File: src/hdl/sus_consts.svh
// Constants of the synchronous serial unit: offsets, fields, resets, timing
// Contract
// - Transmit buffer write starts sending; done and empty flags track buffer and shifter.
// - Send-break bit has no effect on sync transmit or receive.
// - Setting receive_enable starts reception at once, only while receive-done is clear.
// - Overrun, framing, parity and break flags are meaningless in sync mode.
// - Gated send waits for clear-to-send asserted while pending; earlier assertion ignored.
// - Clear-to-send is synchronised to the CPU clock before use.
// - Synchronised baud clock low-then-high sample advances the baud counter once.
// - Baud clock input passes a synchroniser before reaching the timebase.
// - Shift clock pin always driven, idle high; data pin floats unless transmitting.
// - Internal timebase: shift clock low two periods, high compare minus one.
// - Transmit data changes one clock after each shift clock rising edge.
// - External timebase only advances counter; pin edges stay on CPU clock.
// - External timebase: shift clock falls 5 clocks after match, low two.
// - Receive-done and transmit-done request an interrupt per character.
// - Channel interrupt outputs go active at the end of each character.
// - Reading the status register clears pending receive-done and transmit-done.
`ifndef SUS_CONSTS_SVH
`define SUS_CONSTS_SVH
`define SUS_OFF_CTRL 8'h00
`define SUS_OFF_STS 8'h04
`define SUS_OFF_TBUF 8'h08
`define SUS_OFF_RBUF 8'h0C
`define SUS_OFF_BCMP 8'h10
`define SUS_OFF_BCNT 8'h14
`define SUS_CTRL_RST 6'h00
`define SUS_BCMP_RST 16'h8002
`define SUS_MODE_SYNC 3'h0
`define SUS_BCMP_INT 15
`define SUS_STS_TXE 0
`define SUS_STS_TI 1
`define SUS_STS_RI 2
`define SUS_STS_CTS 3
`define SUS_LOW_CYC 2
`define SUS_EXT_DLY_HALF 9
`define SUS_EXT_DLY_CYC (`SUS_EXT_DLY_HALF / 2)
`define SUS_NBITS 4'h8
`define SUS_RESP_OKAY 2'h0
`define SUS_RESP_SLVERR 2'h2
`endif

File: src/hdl/sus_pkg.sv
// Types of the synchronous serial unit
package sus_pkg;
   typedef struct packed {
      logic send_break;
      logic rx_en;
      logic cts_en;
      logic [2:0] mode;
   } sus_ctrl_t;
   typedef enum logic [1:0] {
      SH_IDLE = 2'h0,
      SH_WAIT = 2'h1,
      SH_LOW = 2'h3,
      SH_HIGH = 2'h2
   } sus_sh_t;
   typedef struct packed {
      sus_sh_t st;
      logic is_tx;
      logic [3:0] nbit;
      logic [7:0] shreg;
      logic [1:0] lcnt;
      logic [2:0] dcnt;
      logic dly;
      logic rise;
      logic [14:0] bcnt;
      logic cts_prev;
      logic bclk_prev;
      logic txd;
      logic dout;
      logic doe_n;
   } sus_eng_t;
endpackage : sus_pkg

File: src/hdl/sus_top.sv
// Synchronous shift serial unit with AXI4-Lite registers
`timescale 1ns/1ps
`include "sus_consts.svh"
module sus_top import sus_pkg::*; (
   input wire logic aclk,
   input wire logic aresetn,
   input wire logic [7:0] awaddr,
   input wire logic [2:0] awprot,
   input wire logic awvalid,
   output logic awready,
   input wire logic [31:0] wdata,
   input wire logic [3:0] wstrb,
   input wire logic wvalid,
   output logic wready,
   output logic [1:0] bresp,
   output logic bvalid,
   input wire logic bready,
   input wire logic [7:0] araddr,
   input wire logic [2:0] arprot,
   input wire logic arvalid,
   output logic arready,
   output logic [31:0] rdata,
   output logic [1:0] rresp,
   output logic rvalid,
   input wire logic rready,
   input wire logic cts_n,
   input wire logic baud_clock_in,
   output logic txd,
   input wire logic rxd_in,
   output logic rxd_out,
   output logic rxd_oe_n,
   output logic chan1_rx_irq_out,
   output logic chan1_tx_irq_out
);
   logic cts_n_s, bclk_s, rxd_s;
   logic [7:0] awaddr_q, awaddr_d;
   logic [31:0] wdata_q, wdata_d, rdata_d;
   logic [3:0] wstrb_q, wstrb_d;
   logic aw_have_q, aw_have_d, w_have_q, w_have_d;
   logic awready_d, wready_d, arready_d, bvalid_d, rvalid_d;
   logic [1:0] bresp_d, rresp_d;
   sus_ctrl_t ctrl_q, ctrl_d;
   logic [15:0] bcmp_q, bcmp_d;
   logic [7:0] tbuf_q, tbuf_d, rbuf_q, rbuf_d;
   logic tbuf_full_q, tbuf_full_d, ti_q, ti_d, ri_q, ri_d, rx_req_q, rx_req_d;
   logic tx_irq_d, rx_irq_d;
   logic wr_go, rd_go, rd_sts;
   sus_eng_t e_q, e_d;
   logic sync_mode, int_tb, cts_edge, bclk_rise, inc, match, ext_match, tick;
   logic tx_load, rx_start, tx_done, rx_done;
   logic [14:0] cmp;

   // Pins from outside pass two flops first
   sus_sync #(.RST_VAL(1'b1)) u_cts (.aclk(aclk), .aresetn(aresetn), .d(cts_n), .q(cts_n_s));
   sus_sync #(.RST_VAL(1'b0)) u_bclk (.aclk(aclk), .aresetn(aresetn), .d(baud_clock_in),
      .q(bclk_s));
   sus_sync #(.RST_VAL(1'b1)) u_rxd (.aclk(aclk), .aresetn(aresetn), .d(rxd_in), .q(rxd_s));

   assign sync_mode = (ctrl_q.mode == `SUS_MODE_SYNC);
   assign int_tb = bcmp_q[`SUS_BCMP_INT];
   assign cmp = bcmp_q[14:0];
   assign cts_edge = !cts_n_s && e_q.cts_prev; // Fresh assertion only
   assign bclk_rise = bclk_s && !e_q.bclk_prev; // Low sample then high sample
   assign wr_go = aw_have_q && w_have_q && !bvalid;
   assign rd_go = arvalid && arready;
   assign rd_sts = rd_go && (araddr == `SUS_OFF_STS);

   // Bus slave and register file next values
   always_comb begin
      aw_have_d = aw_have_q;
      awaddr_d = awaddr_q;
      w_have_d = w_have_q;
      wdata_d = wdata_q;
      wstrb_d = wstrb_q;
      bvalid_d = bvalid;
      bresp_d = bresp;
      rvalid_d = rvalid;
      rresp_d = rresp;
      rdata_d = rdata;
      ctrl_d = ctrl_q;
      bcmp_d = bcmp_q;
      tbuf_d = tbuf_q;
      rbuf_d = rbuf_q;
      tbuf_full_d = tbuf_full_q;
      rx_req_d = rx_req_q;
      if (awvalid && awready) begin
         aw_have_d = 1'b1;
         awaddr_d = awaddr;
      end
      if (wvalid && wready) begin
         w_have_d = 1'b1;
         wdata_d = wdata;
         wstrb_d = wstrb;
      end
      if (bvalid && bready) begin
         bvalid_d = 1'b0;
      end
      if (tx_load) begin
         tbuf_full_d = 1'b0;
      end
      if (rx_start) begin
         rx_req_d = 1'b0;
      end
      // Write decode, low lane holds byte-wide registers
      if (wr_go) begin
         aw_have_d = 1'b0;
         w_have_d = 1'b0;
         bvalid_d = 1'b1;
         bresp_d = `SUS_RESP_OKAY;
         if (awaddr_q == `SUS_OFF_CTRL) begin
            if (wstrb_q[0]) begin
               ctrl_d = sus_ctrl_t'(wdata_q[5:0]); // Break bit stored only
               if (wdata_q[4] && !ri_q) begin
                  rx_req_d = 1'b1;
               end
            end
         end else if (awaddr_q == `SUS_OFF_TBUF) begin
            if (wstrb_q[0]) begin
               tbuf_d = wdata_q[7:0];
               tbuf_full_d = 1'b1;
            end
         end else if (awaddr_q == `SUS_OFF_BCMP) begin
            if (wstrb_q[0]) begin
               bcmp_d[7:0] = wdata_q[7:0];
            end
            if (wstrb_q[1]) begin
               bcmp_d[15:8] = wdata_q[15:8];
            end
         end else if (awaddr_q == `SUS_OFF_STS || awaddr_q == `SUS_OFF_RBUF ||
                      awaddr_q == `SUS_OFF_BCNT) begin
            bresp_d = `SUS_RESP_OKAY;
         end else begin
            bresp_d = `SUS_RESP_SLVERR;
         end
      end
      if (rvalid && rready) begin
         rvalid_d = 1'b0;
      end
      // Read decode; async error bits read zero, break bit reads back as stored
      if (rd_go) begin
         rvalid_d = 1'b1;
         rresp_d = `SUS_RESP_OKAY;
         rdata_d = 32'h0000_0000;
         if (araddr == `SUS_OFF_CTRL) begin
            rdata_d[5:0] = ctrl_q;
         end else if (araddr == `SUS_OFF_STS) begin
            rdata_d[`SUS_STS_TXE] = !tbuf_full_q && !(e_q.is_tx && e_q.st != SH_IDLE);
            rdata_d[`SUS_STS_TI] = ti_q;
            rdata_d[`SUS_STS_RI] = ri_q;
            rdata_d[`SUS_STS_CTS] = !cts_n_s;
         end else if (araddr == `SUS_OFF_TBUF) begin
            rdata_d[7:0] = tbuf_q;
         end else if (araddr == `SUS_OFF_RBUF) begin
            rdata_d[7:0] = rbuf_q;
         end else if (araddr == `SUS_OFF_BCMP) begin
            rdata_d[15:0] = bcmp_q;
         end else if (araddr == `SUS_OFF_BCNT) begin
            rdata_d[14:0] = e_q.bcnt;
         end else begin
            rresp_d = `SUS_RESP_SLVERR;
         end
      end
      if (rx_done) begin
         rbuf_d = e_q.shreg;
      end
      // Status read clears flags, a new event wins
      ti_d = (ti_q && !rd_sts) || tx_done;
      ri_d = (ri_q && !rd_sts) || rx_done;
      tx_irq_d = ti_d;
      rx_irq_d = ri_d;
      awready_d = !aw_have_d && !bvalid_d;
      wready_d = !w_have_d && !bvalid_d;
      arready_d = !rvalid_d;
   end

   // Bus and register flops
   always_ff @(posedge aclk) begin
      if (!aresetn) begin
         aw_have_q <= 1'b0;
         awaddr_q <= 8'h00;
         w_have_q <= 1'b0;
         wdata_q <= 32'h0000_0000;
         wstrb_q <= 4'h0;
         awready <= 1'b0;
         wready <= 1'b0;
         arready <= 1'b0;
         bvalid <= 1'b0;
         bresp <= `SUS_RESP_OKAY;
         rvalid <= 1'b0;
         rresp <= `SUS_RESP_OKAY;
         rdata <= 32'h0000_0000;
         ctrl_q <= sus_ctrl_t'(`SUS_CTRL_RST);
         bcmp_q <= `SUS_BCMP_RST;
         tbuf_q <= 8'h00;
         rbuf_q <= 8'h00;
         tbuf_full_q <= 1'b0;
         ti_q <= 1'b0;
         ri_q <= 1'b0;
         rx_req_q <= 1'b0;
         chan1_tx_irq_out <= 1'b0;
         chan1_rx_irq_out <= 1'b0;
      end else begin
         aw_have_q <= aw_have_d;
         awaddr_q <= awaddr_d;
         w_have_q <= w_have_d;
         wdata_q <= wdata_d;
         wstrb_q <= wstrb_d;
         awready <= awready_d;
         wready <= wready_d;
         arready <= arready_d;
         bvalid <= bvalid_d;
         bresp <= bresp_d;
         rvalid <= rvalid_d;
         rresp <= rresp_d;
         rdata <= rdata_d;
         ctrl_q <= ctrl_d;
         bcmp_q <= bcmp_d;
         tbuf_q <= tbuf_d;
         rbuf_q <= rbuf_d;
         tbuf_full_q <= tbuf_full_d;
         ti_q <= ti_d;
         ri_q <= ri_d;
         rx_req_q <= rx_req_d;
         chan1_tx_irq_out <= tx_irq_d;
         chan1_rx_irq_out <= rx_irq_d;
      end
   end

   // Shift engine: baud counter, shift clock phases and data shifting
   always_comb begin
      e_d = e_q;
      tx_load = 1'b0;
      rx_start = 1'b0;
      tx_done = 1'b0;
      rx_done = 1'b0;
      match = 1'b0;
      ext_match = 1'b0;
      tick = 1'b0;
      e_d.cts_prev = cts_n_s;
      e_d.bclk_prev = bclk_s;
      inc = int_tb ? 1'b1 : bclk_rise; // External clock only steps the count
      if (e_q.st != SH_IDLE) begin
         if (e_q.dly) begin
            if (e_q.dcnt == 3'h1) begin
               e_d.dly = 1'b0;
               tick = 1'b1; // Pin edge timed on CPU clock
            end else begin
               e_d.dcnt = e_q.dcnt - 3'h1;
            end
         end
         if (inc) begin
            if (e_q.bcnt == cmp) begin
               e_d.bcnt = 15'h0000; // Restart on match
               match = 1'b1;
            end else begin
               e_d.bcnt = e_q.bcnt + 15'h0001;
            end
         end
         if (match && int_tb) begin
            tick = 1'b1;
         end else if (match) begin
            ext_match = 1'b1;
            e_d.dly = 1'b1;
            e_d.dcnt = 3'(`SUS_EXT_DLY_CYC);
         end
      end
      case (e_q.st)
         SH_IDLE: begin
            e_d.bcnt = 15'h0000;
            e_d.dly = 1'b0;
            e_d.nbit = 4'h0;
            if (sync_mode && tbuf_full_q && (!ctrl_q.cts_en || cts_edge)) begin
               tx_load = 1'b1;
               e_d.st = SH_WAIT;
               e_d.is_tx = 1'b1;
               e_d.shreg = tbuf_q;
               e_d.dout = tbuf_q[0];
               e_d.doe_n = 1'b0; // Drive data only while sending
            end else if (sync_mode && rx_req_q) begin
               rx_start = 1'b1;
               e_d.st = SH_WAIT;
               e_d.is_tx = 1'b0;
            end
         end
         SH_WAIT: begin
            if (tick) begin
               e_d.st = SH_LOW;
               e_d.lcnt = 2'(`SUS_LOW_CYC - 1);
            end
         end
         SH_LOW: begin
            if (e_q.lcnt == 2'h0) begin
               e_d.st = SH_HIGH; // Two low cycles then rise
               e_d.rise = 1'b1;
               e_d.nbit = e_q.nbit + 4'h1;
               if (!e_q.is_tx) begin
                  e_d.shreg = {rxd_s, e_q.shreg[7:1]}; // Sample at shift clock rise
               end
            end else begin
               e_d.lcnt = e_q.lcnt - 2'h1;
            end
         end
         SH_HIGH: begin
            e_d.rise = 1'b0;
            if (e_q.rise && e_q.nbit == `SUS_NBITS) begin
               e_d.st = SH_IDLE;
               e_d.doe_n = 1'b1; // Release data pin
               tx_done = e_q.is_tx;
               rx_done = !e_q.is_tx;
            end else begin
               if (e_q.rise && e_q.is_tx) begin
                  e_d.shreg = {1'b0, e_q.shreg[7:1]};
                  e_d.dout = e_q.shreg[1]; // One clock after rise
               end
               if (tick) begin
                  e_d.st = SH_LOW;
                  e_d.lcnt = 2'(`SUS_LOW_CYC - 1);
               end
            end
         end
         default: begin
            e_d.st = SH_IDLE;
         end
      endcase
      if (!sync_mode) begin
         e_d.st = SH_IDLE;
         e_d.doe_n = 1'b1;
      end
      e_d.txd = (e_d.st != SH_LOW); // Always driven, idle high
   end

   // Shift engine flops
   always_ff @(posedge aclk) begin
      if (!aresetn) begin
         e_q <= '{st: SH_IDLE, is_tx: 1'b0, nbit: 4'h0, shreg: 8'h00, lcnt: 2'h0, dcnt: 3'h0,
                  dly: 1'b0, rise: 1'b0, bcnt: 15'h0000, cts_prev: 1'b1, bclk_prev: 1'b0,
                  txd: 1'b1, dout: 1'b1, doe_n: 1'b1};
      end else begin
         e_q <= e_d;
      end
   end

   assign txd = e_q.txd;
   assign rxd_out = e_q.dout;
   assign rxd_oe_n = e_q.doe_n;

   // Checks on the shift timing and flags
   logic [15:0] hi_cnt_q;
   always_ff @(posedge aclk) begin
      if (!aresetn) begin
         hi_cnt_q <= 16'h0000;
      end else begin
         hi_cnt_q <= txd ? hi_cnt_q + 16'h0001 : 16'h0000;
      end
   end
endmodule : sus_top

File: src/hdl/sus_sync.sv
// Two flip-flop synchroniser for one asynchronous pin
`timescale 1ns/1ps
module sus_sync #(
   parameter logic RST_VAL = 1'b0
) (
   input wire logic aclk,
   input wire logic aresetn,
   input wire logic d,
   output logic q
);
   logic meta_q;
   // First stage feeds only the second
   always_ff @(posedge aclk) begin
      if (!aresetn) begin
         meta_q <= RST_VAL;
         q <= RST_VAL;
      end else begin
         meta_q <= d;
         q <= meta_q;
      end
   end
endmodule : sus_sync

File: config.mk
export PLATFORM = sky130hd
export DESIGN_NAME = sus_top
export DESIGN_NICKNAME = d
export VERILOG_FILES = /design/src/hdl/sus_pkg.sv /design/src/hdl/sus_top.sv /design/src/hdl/sus_sync.sv
export VERILOG_INCLUDE_DIRS = /design/src /design/src/hdl
export SDC_FILE = /design/constraint.sdc
export NUM_CORES = 1
export LEC_CHECK = 0
export ABC_AREA = 1
export BUFFER_PORTS_ARGS = -buffer_cell sky130_fd_sc_hd__buf_4
export CAP_MARGIN = 10
export CORE_ASPECT_RATIO = 2
export CORE_UTILIZATION = 35
export CTS_BUF_LIST = sky130_fd_sc_hd__clkbuf_4
export DETAILED_ROUTE_END_ITERATION = 10
export MAX_ROUTING_LAYER = met4
export SETUP_SLACK_MARGIN = 0.3
export SYNTH_ARGS = -nofsm -noshare
export SYNTH_HDL_FRONTEND = slang
export SYNTH_SLANG_ARGS = --single-unit
export TNS_END_PERCENT = 10
File: constraint.sdc
create_clock -name aclk -period 2.55 [get_ports aclk]
set_clock_uncertainty 0.2 [all_clocks]
set_input_delay 0.255 -clock aclk [delete_from_list [all_inputs] [get_ports aclk]]
set_output_delay 0.255 -clock aclk [all_outputs]
set_load 0.05 [all_outputs]
# Yosys cells after proc, flatten, opt, wreduce, memory -nomap -nowiden
# Cells that the tools add are included.
word_totals:
  register_bits: 143
  inputBits: 68
  out_inout_bits: 46
  elab_cells: 229
classes:
  addsub: 4
  eq_ne: 24
  muxes: 86
  bitwise_logic: 3
  n_reduce_logical: 67
op_table:
  columns: ["operator", "n"]
  rows:
  - ["$mux 8", 7]
  - ["$mux 15", 3]
  - ["$mux 1", 41]
  - ["$mux 2", 17]
  - ["$eq 8x4->1 const B", 4]
  - ["$eq 8x5->1 const B", 4]
  - ["$mux 12", 2]
  - ["$pmux 8 s3", 1]
  - ["$logic_and 1x1->1", 23]
  - ["$mux 10", 2]
  - ["$eq 8x3->1 const B", 2]
  - ["$logic_not 8->1", 2]
  - ["$mux 4", 4]
  - ["$ne 2x2->1 const B", 8]
  - ["$add 15x1->15 const B", 1]
  - ["$eq 15x15->1", 1]
  - ["$logic_not 1->1", 13]
  - ["$reduce_and 2->1", 5]
  - ["$reduce_and 5->1", 2]
  - ["$reduce_bool 2->1", 5]
  - ["$mux 3", 3]
  - ["$reduce_and 3->1", 3]
  - ["$pmux 2 s4", 1]
  - ["$pmux 4 s2", 1]
  - ["19 further kinds", 29]

# Depth between registers and ports, before layout
# Gate-level depths: netlist (run 1).
depth:
  depth_word: 13
  mapped_depth: 14
  ltp_nobuf: 14

# Hierarchy
# From an unflattened synthesis (run 1), not the netlist that was laid out.
unflattened:
  hier_cells: 889
  hier_area_um2: 6590.1
by_module_without_submodules:
  columns: ["module", "n_inst", "cells_per_inst", "area_each_um2", "seq_area_each_um2"]
  rows:
  - ["sus_top", 1, 871, 6424.9, 2702.6]
  - ["sus_sync", 3, 6, 55.1, 40.0]

# Worst setup path before layout (run 1)
# Ideal clock, no wire load.
synth_timing:
  path_kind: "register to register"
  startpoint: "register e_q[40] in the netlist's numbering"
  endpoint: "register e_q[16] in the netlist's numbering"
  setup_ps: 116
  t_arrival_ps: 1574
  t_required_ps: 2234
  setup_slack_ps: 660
  path_stages_with_launch: 12
  path_buffers: 0
  synth_period_minus_slack_ps: 1890
  path_cell_list: "dfxtp_1 inv_1 ha_1 inv_2 nand2_2 inv_2 nand2_2 nor2_4 nand2_1 nor2_2 nand3_1 o211a_1"
synth_between:
  elab_chain_len: 2
  elab_cells_between_ends: 4
  cone_classes: "reduce/logical (4)"
synth_rtl:
  columns: ["element", "line_no", "text"]
  rows:
  - ["start, declared", "sus_top.sv:48", "sus_eng_t e_q, e_d;"]
  - ["start signal, assigned", "sus_top.sv:335", "e_q <= '{st: SH_IDLE, is_tx: 1'b0, nbit: 4'h0, shreg: 8'h00, lcnt: 2'h0, dcnt: 3'h0,"]
  - ["$reduce_bool 2->1 / $logic_not 2->1 (equally long branches)", "sus_top.sv:242, sus_top.sv:267", null]
  - ["$reduce_and 2->1 (no source line) / $reduce_or 2->1 (equally long branches)", null, null]
# Several ways; a longest one is shown, not always the timed one.
# A chain may end at the register's enable or synchronous reset.

# Worst setup path in the final report (run 1)
layout_timing:
  startpoint: "register e_q[40] in the netlist's numbering"
  endpoint: "register rbuf_q[5]"
layout_between:
  elab_chain_len: 2
layout_rtl:
  columns: ["element", "line_no", "text"]
  rows:
  - ["$eq 2x2->1", "sus_top.sv:267", "case (e_q.st)"]
  - ["$mux 1", "sus_top.sv:267", null]
  - ["end signal, assigned", "sus_top.sv:219", "rbuf_q <= rbuf_d;"]
  - ["end, declared", "sus_top.sv:44", "logic [7:0] tbuf_q, tbuf_d, rbuf_q, rbuf_d;"]
# Every way passes these cells.

==> flow_summary.yaml, run 1 <==
drt:
  drtAntennaViolNets: 0
  drt-total-wl_mm: 17.1
  drcViolationCount: 0
  via_count: 5961
  vias_per_cell: 4.86
  firstDrtPassIters: 4
  wl_per_cell_um: 13.9
  drtIter0Drc: 245
setup_path:
  crit_buf_inv: 3
  reg2reg_slack_ns: 0.42
  r2r-start: "e_q[40]$_SDFF_PN0_"
  critPathTopFamily: "simple AND/OR/NAND/NOR gates"
  critical_path.max_stage_delay_ns: 0.40
  critical-path-slowest-cell: "or2_1"
  path_cells: "inv_1 > ha_1 > inv_2 > nor2_2 > inv_2 > or2_1 > o21ai_0 > a21oi_1"
  rr_worst_depth: 8
  path_class: "flop to flop"
  crit_top_cell: "inv_2"
  crit_arrival_ns: 2.35
  cp.required_ns: 2.77
  critPathCaptureType: "flop"
  crit_path_start_kind: "flop"
  crit_start: "e_q[40]$_SDFF_PN0_"
  crit_fanout: 17
  worst-path-stages: 8
synthesis:
  synth_edf_count: 0
  synth_area_um2: 6550
  postSynthCellCount: 892
  syn_area_per_cell_um2: 7.34
  synth-seq-cells: 141
  synthDistinctLibCells: 49
  synth-async-reset-ratio_pct: 0
  ys.flop_type: "dfxtp_1"
  ys_warn_count: 0
  synth-seq-area-share_pct: 43.1
layout:
  nNetsFinal: 1075
  areaGrowthSynthToFinish_pct: 20.8
  finalNonFillerCells: 1227
  final_common_cell: "nand2_1"
  final_cell_mix: "151 x nand2_1, 139 x dfxtp_1, 115 x inv_1"
  stdcell_area_um2: 7910
  drive_above_1_share_pct: 17.3
place:
  place_area_um2: 7190
  place_congestion: 0.881
  dp.cells: 1157
  dp_hpwl_mm: 12.9
  portBuffers: 71
timing:
  rsz0062_at_grt: "true"
  period_share_pct: 83.7
  slew_violations: 0
  relSlewSlack_pct: 50.4
  worstMarginPinSlew_ns: 0.743
  setup_viol: 0
  setup_tns_ns: 0
  period_needed_ns: 2.13
  max_freq_ghz: 0.469
  finalHoldViolations: 0
floorplan:
  coreArea_um2: 18300
  start_util_pct: 35.8
  dieWidth_um: 98.7
  die_area_um2: 19300
  row_count: 70
  io_pins: 114
  die_h_um: 195
power_and_ir_drop:
  p_leak_nw: 3.20
  p_per_area_nw_per_um2: 586
  vdd_drop_max_uv: 428
  total_power_mw: 4.63
worst_hold_path:
  min_path_cells: 3
  hold_start: "awvalid"
  hold_class: "input pin to flop"
grt:
  grt-ovfl-total: 0
  grt_pass1_vias: 5921
  antenna_found_initial: 1
  grt_max_degree: 80
  grt_pass1_wl_mm: 27.8
  track_usage_pct: 19.1
clock_tree:
  clk_pin_slew_ns: 0.12
  cts.sinks: 141
  h-tree-depth: 4
  cts_tree: "done"
  worstSkewPairLatency_ns: 0.56
  numCtsBuffers: 17
  cts_root_buf: "clkbuf_4"
  clockBufferDepth: 2
outcome:
  outcome: "complete, no violations"
job:
  drv_cap: 0
[where the power goes]
group	switching, mW	leakage [nW]	total (mW)	internal [mW]
clock	0.846	0.174	1.74	0.890
combinational	0.361	1.88	0.569	0.209
sequential	0.0497	1.14	2.33	2.28
[flip-flops by register name, summed over array words and instances, names as in the netlist, 2 cells and up]
name,cells
e_q,39
bcmp_q,16
rdata,16
wdata_q,16
awaddr_q,8
rbuf_q,8
tbuf_q,8
ctrl_q,6
wstrb_q,2
[worst register-to-register path: stages (launching register included)]
cell and delay [ns]:
dfxtp_2 0.36, inv_1 0.12, ha_1 0.30, inv_2 0.09, nor2_2 0.18, inv_2 0.07
or2_1 0.41, o21ai_0 0.24, a21oi_1 0.05
[cell type report]
class	instances	area, µm²
clock inverters	14	218
diodes	1	2.50
clock buffers	18	135
repair buffers	120	983
fillers	1903	10400
flip-flops and latches	141	2830
inverters	128	480
well taps	216	270
multi-input cells	589	2990
[cells by family (layout without fill, tap and decap cells)]
group,Yosys count,after routing,synth area share [%]
adder cells (fa/ha/maj),10,10,1.91
AO/OA/AOI/OAI,237,237,20.1
flip-flops,141,141,43.1
XOR/XNOR,4,4,0.535
buffers and inverters,179,280,12.2
other,1,19,0.0573
AND/OR/NAND/NOR,320,320,22.1
[worst paths after layout]
path,endpoint
max,rbuf_q[5]$_SDFFE_PN0P_
min,awaddr_q[4]$_SDFFE_PN0P_
max reg2reg,rbuf_q[5]$_SDFFE_PN0P_
min reg2reg,u_cts.q$_SDFF_PN1_
[per-layer routing]
layer  vias up  routed length, µm  track usage (%)  share of wire (%)
met5         -                  0                -                  0
met3        38                447             2.97                2.6
li1       3087                  -                -                  -
met1      2728               6200             17.2                 36
met2       108               9810             37.6                 57
met4         0                622             9.51                3.6
[through the flow]
step           util, %  worst slack [ns]  hold WS, ns
4_1_cts           43.0             0.336      0.00691
3_5_place_dp      39.3             0.305        0.203
2_1_floorplan        -             0.660        0.153
3_3_place_gp      39.3             0.323        0.194
6_report          43.2             0.417       0.0387
5_1_grt           43.2             0.194       0.0388
[timing repair]
item                                    in CTS  in global routing
pin swaps                                    0                  2
hold buffers                                33                  0
setup buffers                                1                  3
resized for setup                            0                  3
endpoints found under the setup margin       1                 26
hold endpoints to repair                    40                  0
[cells in the mapped netlist, types with 2 or more instances]
library cell    n  area share (%)
nor3_2          4            0.61
nor3_4          3            0.75
nand2_1       151             8.7
nand4_1         5            0.48
buf_6           6             1.0
o31ai_1         2            0.23
nand3_1        27             2.1
a21oi_2         4            0.54
nand3_2         2            0.31
or2_2           7            0.67
or2_1           2            0.19
nor4_1          2            0.19
buf_4          19             2.2
o21ai_2         3            0.40
ha_1           10             1.9
dfxtp_1       141              43
nor2_2          8            0.76
a221oi_1        2            0.27
xor2_1          3            0.40
nand2_2         7            0.67
a31oi_1         2            0.19
inv_2          11            0.63
clkbuf_1       20             1.1
buf_2           5            0.38
inv_1         115             6.6
o21ai_0        80             6.1
a21oi_1       102             7.8
o21a_1          2            0.23
clkinv_1        2            0.11
nor3_1         10            0.76
nor3b_1         4            0.46
nor2_1         83             4.8
o211ai_1        5            0.57
o22ai_1        12             1.1
o21ai_1         6            0.46
o2111ai_1       2            0.27
a211oi_1       11             1.3
No activity file was read; power rests on OpenSTA's default activity.
==> inputs of run 2 (changes only) <==
Clock period 2.55 ns to 2.17 ns, I/O delays scaled along.
==> flow_summary.yaml, run 2 (synthesis gave the netlist of run 1 again) <==
place:
  place_congestion: 0.917
  dp.cells: 1179
  dp_worst_setup_slack_ns: 0.165
  dp_hpwl_mm: 13.2
  place_area_um2: 7390
  portBuffers: 71
layout:
  final_cell_mix: "148 x nand2_1, 124 x dfxtp_1, 112 x buf_4"
  finalNonFillerCells: 1277
  nNetsFinal: 1125
  largest_register_ff_count: 39
  areaGrowthSynthToFinish_pct: 29.8
  final_common_cell: "nand2_1"
  largest_register: "e_q"
  drive_above_1_share_pct: 22.9
  stdcell_area_um2: 8500
drt:
  wl_met1_mm: 6.65
  drtIter0Drc: 205
  wl_met3_um: 458
  via_count: 6251
  vias_per_cell: 4.90
  routed-wl-met2_mm: 10.3
  drcViolationCount: 0
  wl_per_cell_um: 14.2
  drtAntennaViolNets: 0
  drt-total-wl_mm: 18.2
  topRoutingLayerUsed: "met4"
  firstDrtPassIters: 4
setup_path:
  reg2reg_slack_ns: 0.26
  critPathTopFamily: "buffers and inverters"
  crit_buf_inv: 6
  path_class: "flop to flop"
  crit_fanout: 5
  critPathCaptureType: "flop"
  crit_path_start_kind: "flop"
  critical-path-slowest-cell: "dfxtp_4"
  cp.required_ns: 2.39
  path_cells: "inv_4 > ha_4 > inv_4 > buf_4 > buf_6 > buf_6 > buf_4 > nand4_1 > o2111ai_1 > a21oi_2 > nand3_1"
  crit_arrival_ns: 2.13
  critical_path.max_stage_delay_ns: 0.38
clock_tree:
  cts_root_buf: "clkbuf_4"
  cts.sinks: 141
  clk_pin_slew_ns: 0.11
  cts_tree: "done"
  numCtsBuffers: 17
  worstSkewPairLatency_ns: 0.55
  clockBufferDepth: 2
  h-tree-depth: 4
timing:
  rsz0062_at_grt: "true"
  max_freq_ghz: 0.524
  finalWorstSetupSlack_ns: 0.260
  period_share_pct: 88.0
  setup_viol: 0
  period_needed_ns: 1.91
  setup_tns_ns: 0
  finalHoldViolations: 0
  slew_violations: 0
floorplan:
  start_util_pct: 35.8
  io_pins: 114
  row_count: 70
  dieWidth_um: 98.7
  die_h_um: 195
  die_area_um2: 19300
  coreArea_um2: 18300
grt:
  track_usage_pct: 19.9
  grt_pass1_wl_mm: 29.0
  antenna_found_initial: 1
  grt_pass1_vias: 6145
  grt-ovfl-total: 0
  grt_max_degree: 80
outcome:
  outcome: "complete, no violations"
job:
  drv_cap: 0
power_and_ir_drop:
  p_per_area_nw_per_um2: 634
  total_power_mw: 5.39
  p_leak_nw: 3.50
  vdd_drop_max_uv: 484
worst_hold_path:
  hold_class: "input pin to flop"
[run 2: cell types whose count changed in the layout (fill, tap and decap cells not counted), moves of 4 or more]
cell           before  now
inv_1             115  109
buf_4              87  112
dfxtp_1           139  124
inv_4               0    4
nand2_4             0    4
dfxtp_2             2   14
dlygate4sd3_1      33   49
o21ai_0            80   75
buf_12              0    4
clkinv_2            1    5
[run 2: area by class of cell]
cell class	count	area [µm²]
fillers	1828	9810
multi-input cells	590	3110
flip-flops and latches	141	2850
repair buffers	168	1450
inverters	128	500
well taps	216	270
clock inverters	13	173
clock buffers	19	143
repair inverters	1	5.00
diodes	1	2.50
[run 2: metrics by stage]
step                util [%]  hold slack, ns
CTS                     44.9         0.00770
finish                  46.4          0.0460
detailed placement      40.4           0.197
global route            46.4          0.0964
floorplan                  -           0.115
global placement        40.4           0.196
[run 2: repair_timing]
item	4_1_cts	5_1_grt
buffers inserted	0	14
hold buffers	49	0
pin swaps	1	14
gates resized for setup	10	59
cloned	0	2
hold endpoints to repair	100	0
setup endpoints to repair	49	79
[run 2: metal layers]
| metal | vias up | track usage, % |
|---|---|---|
| li1 | 3191 | - |
| met1 | 2890 | 18.4 |
| met2 | 122 | 37.8 |
| met3 | 48 | 3.90 |
| met4 | 0 | 10.6 |
| met5 | - | - |
[run 2: power breakdown]
| part | switching [mW] | internal [mW] | leakage, nW |
|---|---|---|---|
| Sequential | 0.0607 | 2.67 | 1.15 |
| Combinational | 0.461 | 0.322 | 2.18 |
| Clock | 0.943 | 0.927 | 0.171 |
[run 2: final timing paths]
path                                               from               endpoint  cells past startpoint
worst min-delay path                          araddr[6]  rdata[5]$_SDFFE_PN0P_                      8
worst max register to register       e_q[40]$_SDFF_PN0_         txd$_SDFF_PN1_                     11
worst min register to register  u_cts.meta_q$_SDFF_PN1_     u_cts.q$_SDFF_PN1_                      1
worst max-delay path                 e_q[40]$_SDFF_PN0_         txd$_SDFF_PN1_                     11
[run 2: tightest hold or removal path: stages]
cell and delay, ns:
buf_4 0.07, nor2_1 0.04, nand2_1 0.10, nor3_1 0.10
nand2_1 0.07, nand3_1 0.07, nand2_1 0.06, inv_1 0.03
